## src/core/ivlc_map.vh

```
// Constants for the interrupt vector and loop context block
`ifndef IVLC_MAP_VH
`define IVLC_MAP_VH

// Register indices on the plain register port
`define IVLC_ADDR_PRIMARY_PAGE   2'h0
`define IVLC_ADDR_HIGH_PAGE      2'h1
`define IVLC_ADDR_LOOP_CONTEXT   2'h2
`define IVLC_ADDR_LOOP_LIVE      2'h3

// Reset values
`define IVLC_PAGE_RESET          16'hffff
`define IVLC_CONTEXT_RESET       8'h00

// Loop context field positions
`define IVLC_BIT_SINGLE_RPT      7
`define IVLC_BIT_COND_RPT        6
`define IVLC_RSVD_HI             5
`define IVLC_RSVD_LO             4
`define IVLC_BLK_HI              3
`define IVLC_BLK_LO              0
`define IVLC_CONTEXT_MASK        8'hcf

// Block-repeat level state codes, two bits per level
`define IVLC_BLK_INACTIVE        2'h0
`define IVLC_BLK_LOCAL           2'h1
`define IVLC_BLK_EXTERNAL        2'h2

// Vector number ranges that use the high page
`define IVLC_HIGH_FIRST          5'h10
`define IVLC_HIGH_LAST           5'h17

// Vector roles
`define IVLC_VEC_RESET           5'h00
`define IVLC_VEC_NMI             5'h01
`define IVLC_VEC_BUS_FAULT       5'h18
`define IVLC_VEC_TRACE_LOG       5'h19
`define IVLC_VEC_OS_SERVICE      5'h1a
`define IVLC_VEC_SW_FIRST        5'h1b

`endif

```

## src/core/ivlc_core.v

```verilog
// Interrupt vector address forming and repeat-loop context save/restore
//
// The address map and the address-and-strobe port were left to the implementer.
`timescale 1ns/1ps
`default_nettype none
`include "ivlc_map.vh"

module ivlc_core #(
    parameter PAGE_W = 16,
    parameter VEC_W  = 5
) (
    // Clock and reset
    input  wire                    CORE_CLK_IN,
    input  wire                    RST_IN,
    // Register port
    input  wire [1:0]              REG_ADDR_IN,
    input  wire [15:0]             REG_WDATA_IN,
    input  wire                    REG_WR_IN,
    input  wire                    REG_RD_IN,
    output reg  [15:0]             REG_RDATA_OUT,
    // Program flow events
    input  wire                    FLOW_ENTER_IN,
    input  wire                    FLOW_RETURN_IN,
    input  wire                    SOFT_RESET_IN,
    // Live loop status set by the repeat logic
    input  wire                    LOOP_SET_IN,
    input  wire [7:0]              LOOP_SET_VALUE_IN,
    output reg  [7:0]              LOOP_LIVE_OUT,
    // Vector request
    input  wire                    VEC_REQ_IN,
    input  wire [VEC_W-1:0]        VEC_NUM_IN,
    output reg  [PAGE_W+VEC_W+2:0] VEC_ADDR_OUT,
    output reg                     VEC_VALID_OUT,
    output reg                     VEC_MASKABLE_OUT,
    output reg                     VEC_SW_ONLY_OUT
);

    ////////////////////////////////////////////////////////////////////
    // Storage

    reg [PAGE_W-1:0] primary_vector_page_reg;
    reg [PAGE_W-1:0] high_vector_page_reg;
    reg [7:0]        loop_context_save_reg;
    reg [7:0]        loop_context_save_next;
    reg [7:0]        loop_live_next;
    reg [PAGE_W-1:0] sel_page;
    wire             use_high;
    wire             wr_primary;
    wire             wr_high;
    wire             wr_context;
    wire             wr_live;

    assign wr_primary = REG_WR_IN && (REG_ADDR_IN == `IVLC_ADDR_PRIMARY_PAGE);
    assign wr_high    = REG_WR_IN && (REG_ADDR_IN == `IVLC_ADDR_HIGH_PAGE);
    assign wr_context = REG_WR_IN && (REG_ADDR_IN == `IVLC_ADDR_LOOP_CONTEXT);
    assign wr_live    = REG_WR_IN && (REG_ADDR_IN == `IVLC_ADDR_LOOP_LIVE);

    ////////////////////////////////////////////////////////////////////
    // Vector page pointers

    // Soft reset has no term here on purpose: pointers survive it
    always @(posedge CORE_CLK_IN or posedge RST_IN) begin
        if (RST_IN) begin
            primary_vector_page_reg <= `IVLC_PAGE_RESET;
            high_vector_page_reg    <= `IVLC_PAGE_RESET;
        end else begin
            // Updated regardless of SOFT_RESET_IN
            if (wr_primary) begin
                primary_vector_page_reg <= REG_WDATA_IN[PAGE_W-1:0];
            end
            if (wr_high) begin
                high_vector_page_reg <= REG_WDATA_IN[PAGE_W-1:0];
            end
        end
    end

    ////////////////////////////////////////////////////////////////////
    // Loop context save and live status

    // Priority: flow event over a software write; a return loads the
    // live status, an enter saves it and wins over a same-cycle return; both read old values.
    always @* begin
        loop_context_save_next = loop_context_save_reg;
        loop_live_next         = LOOP_LIVE_OUT;
        if (LOOP_SET_IN) begin
            loop_live_next = LOOP_SET_VALUE_IN & `IVLC_CONTEXT_MASK;
        end
        if (wr_live) begin
            loop_live_next = REG_WDATA_IN[7:0] & `IVLC_CONTEXT_MASK;
        end
        if (wr_context) begin
            // Reserved bits 5..4 never stored
            loop_context_save_next = REG_WDATA_IN[7:0] & `IVLC_CONTEXT_MASK;
        end
        if (FLOW_ENTER_IN) begin
            loop_context_save_next = LOOP_LIVE_OUT;
        end else if (FLOW_RETURN_IN) begin
            loop_live_next = loop_context_save_reg;
        end
    end

    // Bit 7 single, bit 6 conditional, bits 3..0 two block levels
    // are carried as packed
    always @(posedge CORE_CLK_IN or posedge RST_IN) begin
        if (RST_IN) begin
            loop_context_save_reg <= `IVLC_CONTEXT_RESET;
            LOOP_LIVE_OUT         <= `IVLC_CONTEXT_RESET;
        end else begin
            loop_context_save_reg <= loop_context_save_next;
            LOOP_LIVE_OUT         <= loop_live_next;
        end
    end

    ////////////////////////////////////////////////////////////////////
    // Register read port

    always @(posedge CORE_CLK_IN or posedge RST_IN) begin
        if (RST_IN) begin
            REG_RDATA_OUT <= 16'h0000;
        end else if (REG_RD_IN) begin
            if (REG_ADDR_IN == `IVLC_ADDR_PRIMARY_PAGE) begin
                REG_RDATA_OUT <= primary_vector_page_reg;
            end else if (REG_ADDR_IN == `IVLC_ADDR_HIGH_PAGE) begin
                REG_RDATA_OUT <= high_vector_page_reg;
            end else if (REG_ADDR_IN == `IVLC_ADDR_LOOP_CONTEXT) begin
                REG_RDATA_OUT <= {8'h00, loop_context_save_reg};
            end else begin
                REG_RDATA_OUT <= {8'h00, LOOP_LIVE_OUT};
            end
        end else begin
            REG_RDATA_OUT <= 16'h0000;
        end
    end

    ////////////////////////////////////////////////////////////////////
    // Vector address forming

    // Software is expected to mask interrupts while pages change; the
    // address uses whatever page is held at request time
    assign use_high = (VEC_NUM_IN >= `IVLC_HIGH_FIRST) &&
                      (VEC_NUM_IN <= `IVLC_HIGH_LAST);

    always @* begin
        if (use_high) begin
            sel_page = high_vector_page_reg;
        end else begin
            sel_page = primary_vector_page_reg;
        end
    end

    always @(posedge CORE_CLK_IN or posedge RST_IN) begin
        if (RST_IN) begin
            VEC_ADDR_OUT     <= {(PAGE_W+VEC_W+3){1'b0}};
            VEC_VALID_OUT    <= 1'b0;
            VEC_MASKABLE_OUT <= 1'b0;
            VEC_SW_ONLY_OUT  <= 1'b0;
        end else begin
            VEC_VALID_OUT <= VEC_REQ_IN;
            if (VEC_REQ_IN) begin
                // Plain binary index, low three bits zero
                VEC_ADDR_OUT <= {sel_page, VEC_NUM_IN, 3'b000};
                // Roles by number
                VEC_MASKABLE_OUT <= (VEC_NUM_IN != `IVLC_VEC_RESET) &&
                                    (VEC_NUM_IN != `IVLC_VEC_NMI) &&
                                    (VEC_NUM_IN < `IVLC_VEC_SW_FIRST);
                VEC_SW_ONLY_OUT  <= (VEC_NUM_IN >= `IVLC_VEC_SW_FIRST);
            end
        end
    end

endmodule
`default_nettype wire

```

## config.mk

```make
export PLATFORM = sky130hd
export DESIGN_NAME = ivlc_core
export DESIGN_NICKNAME = d
export VERILOG_FILES = /design/src/core/ivlc_core.v
export VERILOG_INCLUDE_DIRS = /design/src /design/src/core
export SDC_FILE = /design/constraint.sdc
export NUM_CORES = 1
export LEC_CHECK = 0
export BUFFER_PORTS_ARGS = -buffer_cell sky130_fd_sc_hd__buf_4
export CAP_MARGIN = 20
export CORE_ASPECT_RATIO = 0.9
export CORE_UTILIZATION = 55
export DETAILED_ROUTE_END_ITERATION = 7
export PLACE_DENSITY = 0.93
export RECOVER_POWER = 50
export SKIP_CTS_REPAIR_TIMING = 1
export SLEW_MARGIN = 0
export SYNTH_ARGS = -nofsm -noshare
export SYNTH_HDL_FRONTEND = slang
export SYNTH_SLANG_ARGS = --single-unit
export TNS_END_PERCENT = 10
```

## constraint.sdc

```tcl
create_clock -name CORE_CLK_IN -period 9 [get_ports CORE_CLK_IN]
set_input_delay 2.25 -clock CORE_CLK_IN [delete_from_list [all_inputs] [get_ports CORE_CLK_IN]]
set_output_delay 2.25 -clock CORE_CLK_IN [all_outputs]
set_load 0.1 [all_outputs]
```

==> results.sh <==
export IMPL_ys_async_sr_fraction=1.00
export IMPL_r2r_cells=2
export IMPL_hold_class="reg -> reg"
export IMPL_fillers=472
export IMPL_internal_power_uw=696
export IMPL_cts_tree="done"
export IMPL_setup_viol=0
export IMPL_numClockSinks=88
export IMPL_status="complete, but fails checks"
export IMPL_start_util=0.581
export IMPL_yosysWarnings=0
export IMPL_die_area_sq_um=7440
export IMPL_worstSkewPairLatency_ps=340
export IMPL_drive_gt1_frac=0.503
export IMPL_cap_violations=1
export IMPL_critical_path_buf_inv_count=1
export IMPL_dieHeight_um=81.9
export IMPL_path_max_fanout=41
export IMPL_largest_reg_flops=21
export IMPL_numCtsBuffers=9
export IMPL_die_width_um=90.8
export IMPL_drtPass1Iterations=4
export IMPL_synthTopCellsByArea="dfrtp_1, dfstp_2, mux2_2, mux2i_1, mux4_2"
export IMPL_synth_ff_type="dfrtp_1"
export IMPL_syn_area_sq_um=3900
export IMPL_dp_hpwl_um=5570
export IMPL_cp_depth=3
export IMPL_most_common_layout_cells="buf_4, dfrtp_1, mux2_2, dfstp_2, nor2_1"
export IMPL_nets=415
export IMPL_grt_max_degree=89
export IMPL_crit_path_end_kind="flip-flop"
export IMPL_peakVddDrop_mv=0.142
export IMPL_cp_slowest_cell="clkbuf_1"
export IMPL_register_area_sq_um=2240
export IMPL_slowest_delay_ps=1300
export IMPL_r2r_setup_slack_ps=7800
export IMPL_startpoint_type="input port"
export IMPL_comb_power_share=0.347
export IMPL_required_ps=9240
export IMPL_p_switching_uw=457
export IMPL_hold_violations=0
export IMPL_switching_share=0.396
export IMPL_grt_pass1_vias=2719
export IMPL_clk_pin_slew_ps=80
export IMPL_cp_arrival_ps=4060
export IMPL_ant_nets=0
export IMPL_max_freq_ghz=0.262
export IMPL_finalCritPeriodShare=0.424
export IMPL_seqPwrFrac=0.448
export IMPL_tightestPinTransition_ps=1840
export IMPL_violations="max-capacitance violations, max-slew violations"
export IMPL_synth_seq_area_share=0.574
export IMPL_fin_ws_ps=5180
export IMPL_cts_max_level=3
export IMPL_synth_edf_count=0
export IMPL_vias=2600
export IMPL_area_delta_synth_final_pct=21.3
export IMPL_worst_setup_path_type="in -> reg"
export IMPL_numPortBuffers=84
export IMPL_drt_iter0_markers=117
export IMPL_multi_input_area_sq_um=1550
export IMPL_drv_slew=42
export IMPL_ys_ff_latch=88
export IMPL_placement_rows=28
export IMPL_whs_path_depth=2
export IMPL_grt_overflow_total=0
export IMPL_pin_count=91
export IMPL_critPathTopFamily="buffers and inverters"
export IMPL_avgViaCountPerCell=5.53
export IMPL_wl_per_cell_um=17.9
export IMPL_path_cells="clkbuf_1 > o41ai_1 > o22ai_1"
export IMPL_dpl_worst_slack_ps=5170
export IMPL_power_density_nw_per_um2=243
export IMPL_core_area_sq_um=6730
export IMPL_yosysTopAreaCellShare=0.359
export IMPL_p_leak_nw=2.10
export IMPL_synthDistinctLibCells=28
export IMPL_fin_worst_skew_ps=5.78
export IMPL_largest_register="VEC_ADDR_OUT"
export IMPL_clkPwrFrac=0.205
export IMPL_root_buffer="clkbuf_8"
export IMPL_slew_headroom=-0.226
export IMPL_track_usage=0.240
export IMPL_grt_pass1_wl_um=13500
export IMPL_n_antenna_cell=0
export IMPL_totalWireLength_um=8440
export IMPL_synth_cells=294
export IMPL_final_common_cell="buf_4"
export IMPL_drc_errors=0
export IMPL_tns_ps=0
export IMPL_fin_crit_ps=3820
export IMPL_clk_path_buf_depth=2
export IMPL_antenna_found_initial=0
export IMPL_syn_area_per_cell_sq_um=13.3
export IMPL_yosys_area_top_type="dfrtp_1"
export IMPL_rsz0062_at_grt="no"
export IMPL_globalplace_congestion=0.818
## layout make-up
type | count | share of cell area
Inverter | 3 | 0.00264
Clock inverter | 3 | 0.00370
Sequential cell | 88 | 0.473
Multi-Input combinational cell | 186 | 0.326
Tap cell | 90 | 0.0238
Timing Repair Buffer | 87 | 0.139
Clock buffer | 13 | 0.0314
## layer usage
layer / vias to the layer above / part of all wire / global-route usage
li1: 1198 / - / -
met1: 1290 / 0.41 / 0.290
met2: 94 / 0.52 / 0.416
met3: 18 / 0.049 / 0.0389
met4: 0 / 0.024 / 0.140
met5: - / 0 / 0
## cells by family (layout without fill, tap and decap cells)
family | count (synthesis) | count (layout) | synth area share
buf+inv | 22 | 106 | 0.0324
compound gates | 42 | 42 | 0.0650
mux | 82 | 82 | 0.252
other cells | 1 | 3 | 0.000960
simple gates | 59 | 59 | 0.0756
flops | 88 | 88 | 0.574
## per-stage QoR
step | std cells | util | hold WS, ps | total power, mW | area, sq um
2_1_floorplan | 296 | - | 461 | 0.828 | 3910
5_1_grt | 470 | 0.704 | 529 | 1.20 | 4740
3_3_place_gp | 453 | 0.678 | 486 | 0.909 | 4560
3_5_place_dp | 453 | 0.678 | 492 | 0.922 | 4560
4_1_cts | 469 | 0.703 | 511 | 1.16 | 4730
6_report | 470 | 0.704 | 510 | 1.15 | 4740
## synthesized netlist by cell type (2+ instances only)
| library cell | number |
|---|---|
| a211oi_1 | 6 |
| a21oi_1 | 17 |
| a22o_1 | 2 |
| and2_1 | 8 |
| buf_1 | 2 |
| buf_2 | 2 |
| buf_4 | 7 |
| buf_6 | 2 |
| clkbuf_1 | 6 |
| dfrtp_1 | 56 |
| dfstp_2 | 32 |
| inv_1 | 3 |
| mux2_2 | 50 |
| mux2i_1 | 24 |
| mux4_2 | 8 |
| nand2_1 | 11 |
| nand2b_1 | 3 |
| nor2_1 | 25 |
| nor2b_1 | 8 |
| o21ai_0 | 14 |
## worst register-to-register path, cell delays in order (launching register included)
cell	delay [ps]
dfrtp_1	430
mux4_2	480
and2_1	180
## power groups by stage
| stage | sequential, mW | clock (mW) | combinational (mW) |
|---|---|---|---|
| 2_1_floorplan | 0.716 | 0 | 0.112 |
| 3_3_place_gp | 0.517 | 0 | 0.392 |
| 6_report | 0.516 | 0.236 | 0.401 |
| 3_5_place_dp | 0.523 | 0 | 0.399 |
| 4_1_cts | 0.515 | 0.241 | 0.401 |
| 5_1_grt | 0.523 | 0.256 | 0.418 |
## worst paths after layout
kind                                                    to                      from
worst max-delay path                      VEC_MASKABLE_OUT                VEC_REQ_IN
worst max register to register            REG_RDATA_OUT[0]          LOOP_LIVE_OUT[0]
max in group asynchronous       primary_vector_page_reg[6]                    RST_IN
worst min register to register            LOOP_LIVE_OUT[1]  loop_context_save_reg[1]
min in group asynchronous                  VEC_ADDR_OUT[3]                    RST_IN
worst min-delay path                      LOOP_LIVE_OUT[1]  loop_context_save_reg[1]
Note: power is estimated with default switching activity, not from simulation.
